**config.mk**
```make
export PLATFORM = sky130hd
export DESIGN_NAME = lsd_decoder
export DESIGN_NICKNAME = d
export VERILOG_FILES = /design/src/hdl/lsd_pkg.sv /design/src/hdl/lsd_decoder.sv
export SDC_FILE = /design/constraint.sdc
export NUM_CORES = 1
export LEC_CHECK = 0
export ABC_CLOCK_PERIOD_IN_PS = 9650
export BUFFER_PORTS_ARGS = -buffer_cell sky130_fd_sc_hd__buf_2
export CAP_MARGIN = 20
export CORE_MARGIN = 5
export CORE_UTILIZATION = 40
export CTS_CLUSTER_SIZE = 16
export DETAILED_ROUTE_END_ITERATION = 12
export PLACE_DENSITY = 0.53
export SLEW_MARGIN = 10
export SYNTH_ARGS = -nofsm -noshare
export SYNTH_HDL_FRONTEND = slang
export SYNTH_SLANG_ARGS = --single-unit
```
**constraint.sdc**
```tcl
create_clock -name clk_sys -period 9.65 [get_ports clk_sys]
set_clock_uncertainty 0.05 [all_clocks]
set_input_delay 0.965 -clock clk_sys [delete_from_list [all_inputs] [get_ports clk_sys]]
set_output_delay 0.965 -clock clk_sys [all_outputs]
set_load 0.01 [all_outputs]
```
**src/hdl/lsd_pkg.sv**
```systemverilog
// constants, types and field layout of the serial command decoder
// ============================================================
package lsd_pkg;

    // ============================================================
    // timing
    localparam int CLK_HZ         = 25_000_000;
    localparam int BUSY_TIME_NS   = 40_000;
    localparam int BUSY_CYC       = (BUSY_TIME_NS * (CLK_HZ / 1_000_000) + 999) / 1000;
    localparam int BLINK_BASE_MS  = 250;
    localparam int BLINK_BASE_CYC = BLINK_BASE_MS * (CLK_HZ / 1000);

    // ============================================================
    // frame field positions
    localparam int F_SEL_HI  = 7;
    localparam int F_OP_HI   = 7;
    localparam int F_ADDR_HI = 5;
    localparam int F_DDA_HI  = 3;
    localparam int F_SC      = 3;
    localparam int F_RL      = 2;
    localparam int F_PORTSEL = 9;
    localparam int F_PAT_HI  = 8;
    localparam int F_LED_HI  = 5;
    localparam int F_TXT_HI  = 7;
    localparam int F_GLY_HI  = 4;

    // ============================================================
    // opcode values and reset values
    localparam logic [1:0] OP_GLYPH_ADDR = 2'h3;
    localparam logic [1:0] OP_TEXT_ADDR  = 2'h2;
    localparam logic [3:0] OP_CUR_SHIFT  = 4'h1;
    localparam logic [5:0] ADDR_RST      = 6'h00;
    localparam logic [5:0] LED_RST       = 6'h00;

    // ============================================================
    // types
    typedef enum logic [1:0] {
        PAT_STEADY = 2'h0,
        PAT_B05    = 2'h1,
        PAT_B10    = 2'h2,
        PAT_B20    = 2'h3
    } lsd_pat_t;

    typedef enum logic {
        TGT_TEXT  = 1'b0,
        TGT_GLYPH = 1'b1
    } lsd_tgt_t;

    typedef struct packed {
        logic xfer_type;
        logic rd_wr;
        logic reg_sel;
    } lsd_ctl_t;

endpackage

```
**src/hdl/lsd_decoder.sv**
```systemverilog
// serial instruction decoder with RAM, LED port, input port and key reads
`timescale 1ns/1ns
`default_nettype none
module lsd_decoder
    import lsd_pkg::*;
#(
    parameter int BLINK_BASE_CYC_P = BLINK_BASE_CYC,
    parameter int BUSY_CYC_P       = BUSY_CYC
)
(
    // clock and reset
    input  wire logic       clk_sys,
    input  wire logic       nrst,
    // serial link
    input  wire logic       cs_n,
    input  wire logic       scl,
    input  wire logic       register_select_line,
    input  wire logic       rd_wr_line,
    input  wire logic       transfer_type_bit,
    input  wire logic       serial_data_line_in,
    output logic            serial_data_line_out,
    output logic            serial_data_line_oe,
    // ports
    input  wire logic [7:0] input_port_lines,
    input  wire logic [3:0] key_drive_flags,
    input  wire logic [7:0] key_sense_flags,
    output logic      [5:0] led_output_lines,
    // entry mode and status
    input  wire logic       entry_increment,
    input  wire logic       entry_shift,
    output logic            display_shift_pulse,
    output logic            busy_flag,
    output logic      [5:0] address_counter
);

    // ============================================================
    // elaboration checks
    generate
        if (BLINK_BASE_CYC_P < 2)
        begin : g_chk_blink
            $error("blink base count must be at least 2");
        end
        if (BUSY_CYC_P < 1)
        begin : g_chk_busy
            $error("busy count must be at least 1");
        end
    endgenerate

    localparam int BCW = $clog2(BLINK_BASE_CYC_P + 1);
    localparam int KCW = $clog2(BUSY_CYC_P + 1);
    localparam logic [BCW-1:0] BLINK_LAST = BCW'(BLINK_BASE_CYC_P - 1);
    localparam logic [KCW-1:0] BUSY_LOAD  = KCW'(BUSY_CYC_P);

    // ============================================================
    // state
    logic            cs_n_q;
    logic            scl_q;
    lsd_ctl_t        ctl_q;
    logic [15:0]     rx_q;
    logic [15:0]     tx_q;
    logic [5:0]      addr_cnt_q;
    lsd_tgt_t        tgt_q;
    logic [7:0]      text_mem [16];
    logic [4:0]      glyph_mem [64];
    lsd_pat_t        pat_q;
    logic [5:0]      led_q;
    logic [5:0]      led_out_q;
    logic [BCW-1:0]  blink_cnt_q;
    logic [2:0]      phase_q;
    logic [KCW-1:0]  busy_cnt_q;
    logic            shift_q;

    // step the address counter one place
    function automatic logic [5:0] addr_step(input logic [5:0] a, input logic up);
        addr_step = up ? a + 6'h01 : a - 6'h01;
    endfunction

    // ============================================================
    // link edge detection
    logic cs_fall;
    logic cs_rise;
    logic scl_rise;
    logic scl_fall;
    logic busy;

    assign cs_fall  = cs_n_q & ~cs_n;
    assign cs_rise  = ~cs_n_q & cs_n;
    assign scl_rise = ~scl_q & scl & ~cs_n;
    assign scl_fall = scl_q & ~scl & ~cs_n;
    assign busy     = busy_cnt_q != '0;

    // previous pin levels
    always_ff @(posedge clk_sys)
    begin
        if (!nrst)
        begin
            cs_n_q <= 1'b1;
            scl_q  <= 1'b0;
        end
        else
        begin
            cs_n_q <= cs_n;
            scl_q  <= scl;
        end
    end

    // control lines are taken as chip select falls
    always_ff @(posedge clk_sys)
    begin
        if (!nrst)
            ctl_q <= '0;
        else if (cs_fall)
            ctl_q <= '{transfer_type_bit, rd_wr_line, register_select_line};
    end

    // receive shift register, msb first, last sixteen kept
    always_ff @(posedge clk_sys)
    begin
        if (!nrst)
            rx_q <= '0;
        else if (cs_fall)
            rx_q <= '0;
        else if (scl_rise)
            rx_q <= {rx_q[14:0], serial_data_line_in};
    end

    // ============================================================
    // instruction decode at chip select rise
    logic do_gaddr;
    logic do_taddr;
    logic do_cshift;
    logic do_wdata;
    logic do_led;
    logic do_rdata;
    logic do_any_wr;

    always_comb
    begin
        do_gaddr  = 1'b0;
        do_taddr  = 1'b0;
        do_cshift = 1'b0;
        do_wdata  = 1'b0;
        do_led    = 1'b0;
        do_rdata  = 1'b0;
        if (cs_rise && !busy)
        begin
            if (!ctl_q.rd_wr && !ctl_q.xfer_type)
            begin
                if (!ctl_q.reg_sel)
                begin
                    if (rx_q[F_SEL_HI -: 2] == OP_GLYPH_ADDR)
                        do_gaddr = 1'b1;
                    else if (rx_q[F_SEL_HI -: 2] == OP_TEXT_ADDR)
                        do_taddr = 1'b1;
                    else if (rx_q[F_OP_HI -: 4] == OP_CUR_SHIFT && !rx_q[F_SC])
                        do_cshift = 1'b1;
                end
                else if (!rx_q[F_PORTSEL])
                    do_wdata = 1'b1;
                else
                    do_led = 1'b1;
            end
            else if (ctl_q.rd_wr && ctl_q.xfer_type && ctl_q.reg_sel)
                do_rdata = 1'b1;
        end
    end

    assign do_any_wr = do_gaddr | do_taddr | do_cshift | do_wdata | do_led;

    // ============================================================
    // address counter and RAM target
    always_ff @(posedge clk_sys)
    begin
        if (!nrst)
        begin
            addr_cnt_q <= ADDR_RST;
            tgt_q      <= TGT_TEXT;
        end
        else if (do_gaddr)
        begin
            addr_cnt_q <= rx_q[F_ADDR_HI:0];
            tgt_q      <= TGT_GLYPH;
        end
        else if (do_taddr)
        begin
            addr_cnt_q <= {2'h0, rx_q[F_DDA_HI:0]};
            tgt_q      <= TGT_TEXT;
        end
        else if (do_cshift)
        begin
            addr_cnt_q <= addr_step(addr_cnt_q, rx_q[F_RL]);
            tgt_q      <= TGT_TEXT;
        end
        else if (do_wdata || do_rdata)
            addr_cnt_q <= addr_step(addr_cnt_q, entry_increment);
    end

    // RAM writes, width chosen by target
    always_ff @(posedge clk_sys)
    begin
        if (do_wdata)
        begin
            if (tgt_q == TGT_TEXT)
                text_mem[addr_cnt_q[3:0]] <= rx_q[F_TXT_HI:0];
            else
                glyph_mem[addr_cnt_q] <= rx_q[F_GLY_HI:0];
        end
    end

    // display shift only after text RAM writes, never after reads
    always_ff @(posedge clk_sys)
    begin
        if (!nrst)
            shift_q <= 1'b0;
        else
            shift_q <= do_wdata & entry_shift & (tgt_q == TGT_TEXT);
    end

    // busy timer started by every accepted write instruction
    always_ff @(posedge clk_sys)
    begin
        if (!nrst)
            busy_cnt_q <= '0;
        else if (do_any_wr)
            busy_cnt_q <= BUSY_LOAD;
        else if (busy)
            busy_cnt_q <= busy_cnt_q - KCW'(1);
    end

    // ============================================================
    // read word, built from pins as chip select falls
    logic [15:0] rd_word;

    always_comb
    begin
        rd_word = 16'h0000;
        if (rd_wr_line)
        begin
            if (!transfer_type_bit && !register_select_line)
                rd_word = {8'h00, input_port_lines};
            else if (!transfer_type_bit && register_select_line)
                rd_word = {4'h0, key_drive_flags, key_sense_flags};
            else if (transfer_type_bit && !register_select_line)
                rd_word = {9'h000, busy, addr_cnt_q};
            else if (tgt_q == TGT_TEXT)
                rd_word = {8'h00, text_mem[addr_cnt_q[3:0]]};
            else
                rd_word = {11'h000, glyph_mem[addr_cnt_q]};
        end
    end

    // transmit holding register, shifted on clock fall
    always_ff @(posedge clk_sys)
    begin
        if (!nrst)
            tx_q <= '0;
        else if (cs_fall)
            tx_q <= rd_word;
        else if (scl_fall)
            tx_q <= {tx_q[14:0], 1'b0};
    end

    assign serial_data_line_out = tx_q[15];
    assign serial_data_line_oe  = ~cs_n & ~cs_n_q & ctl_q.rd_wr;

    // ============================================================
    // LED port register
    always_ff @(posedge clk_sys)
    begin
        if (!nrst)
        begin
            pat_q <= PAT_STEADY;
            led_q <= LED_RST;
        end
        else if (do_led)
        begin
            pat_q <= lsd_pat_t'(rx_q[F_PAT_HI -: 2]);
            led_q <= rx_q[F_LED_HI:0];
        end
    end

    // blink time base: phase bit n toggles every 2^n base periods
    always_ff @(posedge clk_sys)
    begin
        if (!nrst)
        begin
            blink_cnt_q <= '0;
            phase_q     <= 3'h0;
        end
        else if (blink_cnt_q == BLINK_LAST)
        begin
            blink_cnt_q <= '0;
            phase_q     <= phase_q + 3'h1;
        end
        else
            blink_cnt_q <= blink_cnt_q + BCW'(1);
    end

    // pattern gate on the output lines
    logic lit;

    always_comb
    begin
        case (pat_q)
            PAT_STEADY: lit = 1'b1;
            PAT_B05:    lit = ~phase_q[0];
            PAT_B10:    lit = ~phase_q[1];
            default:    lit = ~phase_q[2];
        endcase
    end

    // registered LED drive
    always_ff @(posedge clk_sys)
    begin
        if (!nrst)
            led_out_q <= LED_RST;
        else
            led_out_q <= led_q & {6{lit}};
    end

    // ============================================================
    // outputs
    assign led_output_lines    = led_out_q;
    assign display_shift_pulse = shift_q;
    assign busy_flag           = busy;
    assign address_counter     = addr_cnt_q;

endmodule
`default_nettype wire

```
# Word level (Yosys, flattened, before mapping)
# Memory sizes are Yosys's and may differ from the RTL's. A register that Yosys moved wholly into a read port is not among the register bits.
# Index checks and enable logic that the tools add are counted.
# word_totals
input_bits,30
word_cells,133
reg_bits,89
n_memories,2
out_inout_bits,16
mem_bits_rw,448
# memory_table
name,depth,word_bits,read_ports,rd_clocked_by_memory_dff,wr,line_no,rtl
glyph_mem,64,5,1,1,1,lsd_decoder.sv:64,logic [4:0] glyph_mem [64];
text_mem,16,8,1,1,1,lsd_decoder.sv:63,logic [7:0] text_mem [16];
# op_classes
n_bitwise,24
n_mux,55
reduce_logical,24
add_sub_neg,5
n_eq_ne,6
# ops
op,count
2-to-1 mux 6 bit,8
2-to-1 mux 12 bit,3
2-to-1 mux 1 bit,35
2-to-1 mux 16 bit,2
"adder 23 x 1 -> 23 bit, second input constant",1
"equality test 23 bit, second input constant",1
2-to-1 mux 10 bit,2
2-to-1 mux 8 bit,2
AND 1 bit,10
nonzero test 10 bit,1
"subtractor 10 x 1 -> 10 bit, second input constant",1
inverter 1 bit,9
logical AND 1 bit,8
2-to-1 mux 4 bit,2
"adder 6 x 1 -> 6 bit, second input constant",1
AND 6 bit,1
"equality test 2 bit, second input constant",3
zero test 1 bit,6
OR reduction 2 bit,3
"subtractor 6 x 1 -> 6 bit, second input constant",1
"equality test 4 x 1 -> 1 bit, second input constant",1
bitwise OR 1 bit,4
nonzero test 2 bit,2
nonzero test 4 bit,1
other kinds (6),6

# Depth between registers and ports, before layout
# Gate-level depths: netlist of the first run.
# depth
ltp_word,13
depth_mapped,11
depth_no_buf,9

# Worst setup path after synthesis of the first run
# OpenSTA, ideal clock, no wires.
# synth_path
path_type,input-to-reg
startpoint,input port cs_n
endpoint,memory glyph_mem[29][0] (enable)
t_arrival_ps,2990
setup_slack_ps,6270
setup_time_ps,340
stages,7
n_path_buf,1
required_ps,9260
path_cell_list,or4b_1 -> or4_4 -> nor3b_2 -> nand3_1 -> or3_1 -> buf_2 -> nor2_1
# synth_between
elab_chain_len,5
# synth_rtl
element,line_no,rtl
"start, declared",lsd_decoder.sv:15,"input wire logic cs_n,"
AND 1 bit,lsd_decoder.sv:87,assign cs_rise = ~cs_n_q & cs_n;
logical AND 1 bit,lsd_decoder.sv:145,if (cs_rise && !busy)
2-to-1 mux 1 bit,lsd_decoder.sv:145,
2-to-1 mux 1 bit,lsd_decoder.sv:201,if (do_wdata)
2-to-1 mux 1 bit (implied by the code),lsd_decoder.sv:206,glyph_mem[addr_cnt_q] <= rx_q[F_GLY_HI:0];
"end, declared",lsd_decoder.sv:64,
# Every way passes these cells.

# Final worst setup path of the first run
# layout_path
startpoint,register busy_cnt_q[0]
endpoint,memory glyph_mem[47][0] (enable)
# layout_between
elab_chain_len,6
# layout_rtl
element,line_no,rtl
"start, declared",lsd_decoder.sv:70,logic [KCW-1:0] busy_cnt_q;
"start signal, assigned",lsd_decoder.sv:227,busy_cnt_q <= busy_cnt_q - KCW'(1);
nonzero test 10 bit,lsd_decoder.sv:90,assign busy = busy_cnt_q != '0;
zero test 1 bit,lsd_decoder.sv:145,
logical AND 1 bit,lsd_decoder.sv:145,
2-to-1 mux 1 bit,lsd_decoder.sv:145,
2-to-1 mux 1 bit,lsd_decoder.sv:201,
2-to-1 mux 1 bit (implied by the code),lsd_decoder.sv:206,
# Every way passes these cells.

==> results.ini, run 1 <==
[pwr]
vdd_drop_max_uv = 142
p_per_area_nw_per_um2 = 193
leakage_nw = 7.60

[clock_tree]
clock_latency_ns = 0.62
htreeDepth = 2
hold_buffers = 0
cts_sinks = 543
cts_setup_buffers = 0
cts_max_path_buffers = 3
cts-root-buf = clkbuf_16
cts_resized = 0
numCtsBuffers = 56
cts_tree = done
path_clk_slew_ns = 0.06

[synthesis]
syn_inst = 1423
synth_top_area_frac = 0.608
async_flop_share = 0
ys_warn_count = 0
seq_area_frac_synth = 0.694
synth_area_leaders = edfxtp_1 (61%), mux4_2 (9.4%), dfxtp_1 (8.6%), mux2i_1 (3.6%), nor2_1 (2.8%)
synth_cell_types = 61
synth_common_cells = edfxtp_1 (448), nor2_1 (167), dfxtp_1 (95)
synth_enable_flop_cells = 448
synth_area_um2 = 22100
ys.flop_type = edfxtp_1
synth_fp_nets = 1462
ys_ff_latch = 543
synth_most_common_cell = edfxtp_1
yosysTopAreaCell = edfxtp_1
avgSynthCellArea_um2 = 15.5

[timing]
tns_ns = 0
fmax_ghz = 0.240
hold_viol = 0
finalCriticalPeriod_ns = 4.17
rsz0062_at_grt = false
slew_headroom = 0.311
tightest_slew_ns = 1.03
finalSetupViolCount = 0
worst_slack_ns = 5.48
fin_crit_sh = 0.432
final_max_slew_viol_count = 0

[finish]
final_cells = 2218
drive_above_1_share = 0.176
final_net_count = 1507
num_antenna_cells = 0
area_growth_pct = 12.2

[min_path]
hold-path-endpoint = blink_cnt_q[0]
hold_start = blink_cnt_q[0]
min_path_type = reg -> reg
hold_depth = 1

[route]
antenna_left = 0
routed_wl_mm = 56.6
firstDrtPassIters = 5
routed-via-count = 12500
drt_iter0_markers = 1034
routedWlPerCell_um = 25.5
viasPerCell = 5.66
drc_errors = 0

[setup_path]
cp-start-kind = flip-flop
r2r-end = glyph_mem[47][0]
crit_slowest_cell = nand4_1
worstPathCellList = inv_1 -> ha_1 -> or4b_1 -> or4_4 -> nor3b_2 -> nand4_1 -> nor2_1
endpoint_kind = flip-flop
worstPathMaxFanout = 8
rrSetupSlack_ns = 5.48
cp.arrival_ns = 4.35
critPathMaxStageDelay_ns = 0.90
r2r-start = busy_cnt_q[0]
crit_family = simple AND/OR/NAND/NOR gates
r2r_cells = 7
critPathRequiredTime_ns = 9.83
crit_type = reg -> reg
path_buf_inv = 1

[die]
ioPinCount = 46
dieHeight_um = 245
start_util = 0.403
core_um2 = 54900
die_w_um = 245
die_area_um2 = 60100
rows = 86

[run_status]
status = finished clean

[placement]
dp_hpwl_mm = 35.6
place_inst = 2114
pre_cts_ws_ns = 5.06
place_congestion = 0.831
io_buffer_count = 45

[global_route]
grt_pass1_vias = 12800
grt_use_total = 0.187
grt_pass1_wl_mm = 84.4
grt_max_degree = 71
antenna_found_initial = 0
grt_overflow = 0

[run]
drv_cap = 0

[cells by family (layout without fill, tap and decap cells)]
family                   Yosys count  count (layout)  synth area share
multiplexers                     187             187             0.138
AND/OR/NAND/NOR                  417             417            0.0916
AO/OA/AOI/OAI                    156             156            0.0460
XOR/XNOR                          25              25           0.00990
buffers and inverters             86             177            0.0153
adder cells (fa/ha/maj)            9               9           0.00509
flip-flops                       543             543             0.694
[worst max path at each step]
stage / from / to / slack [ns] / cells past startpoint
final: busy_cnt_q[0] / glyph_mem[47][0] / 5.48 / 7
after global routing: flip-flop / tx_q[2] / 5.25 / 7
after CTS: flip-flop / tx_q[2] / 5.51 / 7
after detailed placement: cs_n / glyph_mem[55][2] / 5.06 / 6
after global placement: cs_n / glyph_mem[55][2] / 5.14 / 6
after floorplan: cs_n / glyph_mem[29][0] / 6.27 / 7
[layer usage]
layer / part of all wire / vias up / wire, µm / GRT usage
met3: 0.057 / 96 / 3240 / 0.0315
li1: - / 5603 / - / -
met1: 0.44 / 6460 / 25000 / 0.265
met2: 0.46 / 387 / 26200 / 0.293
met5: 0 / - / 0 / 0
met4: 0.037 / 0 / 2100 / 0.0680
[power by group]
part | internal, W | total, W | switching, W
clock | 0.00117 | 0.00206 | 0.000888
combinational | 0.0000747 | 0.000183 | 0.000109
sequential | 0.00252 | 0.00255 | 0.0000238
[registers in the layout, indices dropped and copies added (netlist names), named ones only]
name and flops:
pat_q 2, glyph_mem 320, display_shift_pulse 1, phase_q 3, led_q 6, tx_q 16
busy_cnt_q 10, rx_q 10, cs_n_q 1, address_counter 6, scl_q 1, tgt_q 1
ctl_q 3, text_mem 128, blink_cnt_q 23, led_output_lines 6
[cell type report]
cell class,instances,area (µm²)
fillers,4855,30100
well taps,704,881
multi-input cells,794,6430
flip-flops and latches,543,15400
clock buffers,79,1550
clock inverters,25,179
inverters,12,45.0
repair buffers,61,345
[cell usage in the layout (no fill, tap or decap), types with 14 or more instances in the layout]
master | synthesis | final
dfxtp_1 | 95 | 87
nand4_1 | 16 | 16
o21ai_0 | 25 | 25
a21oi_1 | 36 | 36
edfxtp_1 | 448 | 448
nand3_1 | 26 | 26
clkbuf_16 | 0 | 57
nand2_1 | 81 | 81
buf_2 | 12 | 45
mux2_2 | 14 | 14
nor3_1 | 22 | 22
buf_4 | 0 | 16
clkbuf_1 | 48 | 17
nor2_1 | 167 | 167
mux2i_1 | 80 | 80
a211oi_1 | 18 | 18
mux4_2 | 92 | 92
nor2b_1 | 26 | 26
xor2_1 | 16 | 16
[per-stage QoR]
step / instance area (µm²) / power [W] / util / hold WS, ns
3_3_place_gp: 23100 / 0.00278 / 0.420 / 0.375
6_report: 24800 / 0.00479 / 0.452 / 0.394
4_1_cts: 24800 / 0.00484 / 0.452 / 0.401
5_1_grt: 24800 / 0.00496 / 0.452 / 0.415
2_1_floorplan: 22100 / 0.00273 / - / 0.363
3_5_place_dp: 23100 / 0.00278 / 0.420 / 0.386
(Power assumes the default switching activity.)
==> run 2, diff against run 1 <==
- ABC_CLOCK_PERIOD_IN_PS: 9650 -> 4200
- clock period: 9.65 -> 4.2 ns (I/O delays scaled with it)
==> results.ini, run 2 (synthesis results as in run 1) <==
[clock_tree]
numCtsBuffers = 57
cts_sinks = 543
cts_max_path_buffers = 3
cts_tree = done
cts-root-buf = clkbuf_16
htreeDepth = 2
clock_latency_ns = 0.61
path_clk_slew_ns = 0.06

[global_route]
grt_use_total = 0.188
grt_max_degree = 66
antenna_found_initial = 0
grt_pass1_wl_mm = 84.6
grt_pass1_vias = 13000
grt_overflow = 0

[placement]
io_buffer_count = 45
dp_hpwl_mm = 36.9
place_congestion = 0.792

[timing]
finalCriticalPeriod_ns = 3.78
finalSetupViolCount = 0
slew_headroom = 0.308
fmax_ghz = 0.265
hold_viol = 0
tightest_slew_ns = 1.03
rsz0062_at_grt = false
final_max_slew_viol_count = 0
whs_ns = 0.0748
fin_crit_sh = 0.900
tns_ns = 0

[die]
rows = 86
die_area_um2 = 60100
die_w_um = 245
core_um2 = 54900
dieHeight_um = 245
ioPinCount = 46
start_util = 0.403

[finish]
largest-register = glyph_mem
area_growth_pct = 14.3
largest_reg_flops = 320
num_antenna_cells = 0
drive_above_1_share = 0.195
finish.utilization = 0.460
layout_commonest_cell = edfxtp_1
final_net_count = 1549
mostFrequentLayoutCells = edfxtp_1 (448), nor2_1 (167), mux4_2 (92)

[setup_path]
crit_type = reg -> reg
cp.arrival_ns = 3.98
worstPathMaxFanout = 8
endpoint_kind = flip-flop
critPathRequiredTime_ns = 4.40
cp-start-kind = flip-flop

[route]
drc_errors = 0
routedWlPerCell_um = 25.0
drt_iter0_markers = 932
viasPerCell = 5.57
routed-via-count = 12600
routed_wl_mm = 56.7
antenna_left = 0
firstDrtPassIters = 5

[run]
drv_cap = 0

[pwr]
p_per_area_nw_per_um2 = 442
leakage_nw = 7.85
vdd_drop_max_uv = 299

[run_status]
status = finished clean

[min_path]
min_path_type = in -> reg

## run 2: cell count changes in the layout (fill, tap and decap cells not counted), sizes merged
cell | previous run | this run
buf | 61 | 96
clkbuf | 79 | 77
clkinv | 24 | 27
clkinvlp | 0 | 2
dlygate4sd3 | 0 | 6
## run 2: worst paths after layout
kind,start,slack [ns],endpoint,depth (start not counted)
worst min register to register,blink_cnt_q[0],0.40,blink_cnt_q[0],1
worst min-delay path,rd_wr_line,0.07,ctl_q[1],3
worst max register to register,busy_cnt_q[0],0.42,glyph_mem[30][4],8
worst max-delay path,busy_cnt_q[0],0.42,glyph_mem[30][4],8
## run 2: final cells by class
type / instances / area (µm²)
clock buffer: 77 / 1610
clock inverter: 30 / 219
fill: 4786 / 29600
inverter: 12 / 45.0
multi-input combinational: 794 / 6430
sequential: 543 / 15400
tap: 704 / 881
timing repair buffer: 102 / 718
## run 2: what timing repair did
action                                 in CTS  in global routing
endpoints found under the hold margin       6                  0
buffers inserted                            0                  0
hold buffers                                6                  0
resized for setup                           0                  0
## run 2: per-stage QoR
stage | setup WS, ns | cells | area, µm² | total power (W)
final | 0.420 | 2262 | 25300 | 0.0112
after global routing | 0.208 | 2262 | 25300 | 0.0116
after CTS | 0.424 | 2262 | 25300 | 0.0113
after detailed placement | 0.455 | 2149 | 23400 | 0.00640
after global placement | 0.519 | 2149 | 23400 | 0.00640
after floorplan | 1.09 | 1423 | 22100 | 0.00626
## run 2: layer usage
metal | global-route usage | routed length, µm
met1 | 0.260 | 24700
met5 | 0 | 0
met4 | 0.0543 | 1570
met2 | 0.304 | 26900
met3 | 0.0368 | 3450
## run 2: report_power, final
group | internal [W] | total, W | switching (W)
logic | 0.000185 | 0.000443 | 0.000258
registers | 0.00580 | 0.00586 | 0.0000537
clock network | 0.00280 | 0.00488 | 0.00207
total | 0.00879 | 0.0112 | 0.00239
## run 2: critical path, cell delays in order, from the launching register on
cell     delay [ns]
dfxtp_1        0.32
inv_1          0.11
ha_1           0.20
or4b_1         0.51
or4_4          0.55
nor3b_2        0.39
nand3_1        0.13
or3_1          0.66
nor2_1         0.49
==> run 3, diff against run 2 <==
- ABC_CLOCK_PERIOD_IN_PS: 4200 -> 3600
- clock period: 4.2 -> 3.6 ns (I/O delays scaled with it)
==> results.ini, run 3 (synthesis results as in run 1) <==
[setup_path]
worstPathMaxFanout = 8
endpoint_kind = flip-flop
cp-start-kind = flip-flop
crit_slowest_cell = or4_4
cp-startpoint = busy_cnt_q[0]
worstPathCellList = inv_1 -> ha_1 -> or4b_1 -> or4_4 -> nor3b_2 -> buf_4 -> nand2_1 -> nor2_2 -> nand3_1 -> buf_4 -> nor2_1
cp.arrival_ns = 3.60
rrSetupSlack_ns = 0.23
critPathMaxStageDelay_ns = 0.53
critPathRequiredTime_ns = 3.83
cp_common_cell = buf_4
crit_type = reg -> reg
r2r-start = busy_cnt_q[0]

[route]
firstDrtPassIters = 7
viasPerCell = 5.53
routed_wl_mm = 56.1
drt_iter0_markers = 1009
routed-via-count = 12800
antenna_left = 0
drc_errors = 0
routedWlPerCell_um = 24.2

[finish]
layout_commonest_cell = edfxtp_1
drive_above_1_share = 0.228
largest_reg_flops = 320
area_growth_pct = 16.6
mostFrequentLayoutCells = edfxtp_1 (448), nor2_1 (158), buf_4 (98)
largest-register = glyph_mem
num_antenna_cells = 0
fin_area_um2 = 25800
final_net_count = 1604

[timing]
rsz0062_at_grt = false
final_max_slew_viol_count = 0
tns_ns = 0
fin_crit_sh = 0.936
hold_viol = 0
finalSetupViolCount = 0
fmax_ghz = 0.297
finalCriticalPeriod_ns = 3.37
tightest_slew_ns = 1.03
slew_headroom = 0.311

[die]
die_w_um = 245
die_area_um2 = 60100
start_util = 0.403
core_um2 = 54900
ioPinCount = 46
rows = 86
dieHeight_um = 245

[global_route]
grt_pass1_wl_mm = 84.0
grt_pass1_vias = 13100
grt_overflow = 0
grt_max_degree = 85
grt_use_total = 0.185
antenna_found_initial = 1

[pwr]
leakage_nw = 8.17
p_per_area_nw_per_um2 = 513
vdd_drop_max_uv = 464

[min_path]
min_path_type = in -> reg
hold_start = key_sense_flags[6]

[clock_tree]
numCtsBuffers = 57
cts_sinks = 543
clock_latency_ns = 0.63
htreeDepth = 2
cts_max_path_buffers = 3
cts-root-buf = clkbuf_16
cts_tree = done
path_clk_slew_ns = 0.06

[placement]
place_area_um2 = 23800
dp_hpwl_mm = 36.8
io_buffer_count = 45
place_congestion = 0.815

[run]
drv_cap = 0

[run_status]
status = finished clean

## run 3: cell count changes in the layout (fill, tap and decap cells not counted), sizes merged
cell	before	now
buf	96	149
dlygate4sd3	6	8
clkbuf	77	75
bufinv	2	6
inv	11	13
clkinvlp	2	1
clkinv	27	24
## run 3: per-layer routing
metal  part of all wire  vias to the layer above  global-route usage
met5            0.00023                        -                   0
met4              0.029                        2              0.0599
met3              0.057                      102              0.0353
met2               0.47                      356               0.299
met1               0.44                     6563               0.254
li1                   -                     5796                   -
## run 3: worst max-delay path, delay by kind of cell, from the launching register on
| kind | cells | cell delay, ns |
|---|---|---|
| flops | 1 | 0.32 |
| fa+ha+maj | 1 | 0.19 |
| simple gates | 7 | 1.96 |
| buf+inv | 3 | 0.51 |
## run 3: area by class of cell
| type | count | area (µm²) |
|---|---|---|
| multi-input combinational | 794 | 6450 |
| fill | 4780 | 29100 |
| clock inverter | 32 | 332 |
| clock buffer | 75 | 1540 |
| tap | 704 | 881 |
| inverter | 12 | 45.0 |
| sequential | 543 | 15400 |
| timing repair buffer | 157 | 1150 |
## run 3: metrics by stage
step                std cells  power (W)  hold WS (ns)  worst slack (ns)  utilization
finish                   2317     0.0132        0.0699             0.231        0.470
global route             2317     0.0137        0.0634           0.00656        0.470
CTS                      2316     0.0133        0.0242             0.137        0.469
detailed placement       2201    0.00747         0.388             0.184        0.433
global placement         2201    0.00746         0.372             0.226        0.433
floorplan                1423    0.00731         0.363             0.489            -
## run 3: path summary, 6_finish.rpt
kind / to / depth (start not counted)
worst min-delay path: tx_q[6] / 3
worst max-delay path: glyph_mem[42][3] / 11
worst min register to register: blink_cnt_q[0] / 1
worst max register to register: glyph_mem[42][3] / 11
## run 3: what timing repair did
item	4_1_cts	5_1_grt
resized for setup	0	10
hold buffers	8	0
hold endpoints to repair	8	0
setup buffers	0	0
setup endpoints to repair	0	131
## run 3: report_power, final
| group | switching (W) | internal, W |
|---|---|---|
| combinational | 0.000295 | 0.000219 |
| sequential | 0.0000628 | 0.00677 |
| clock | 0.00243 | 0.00345 |
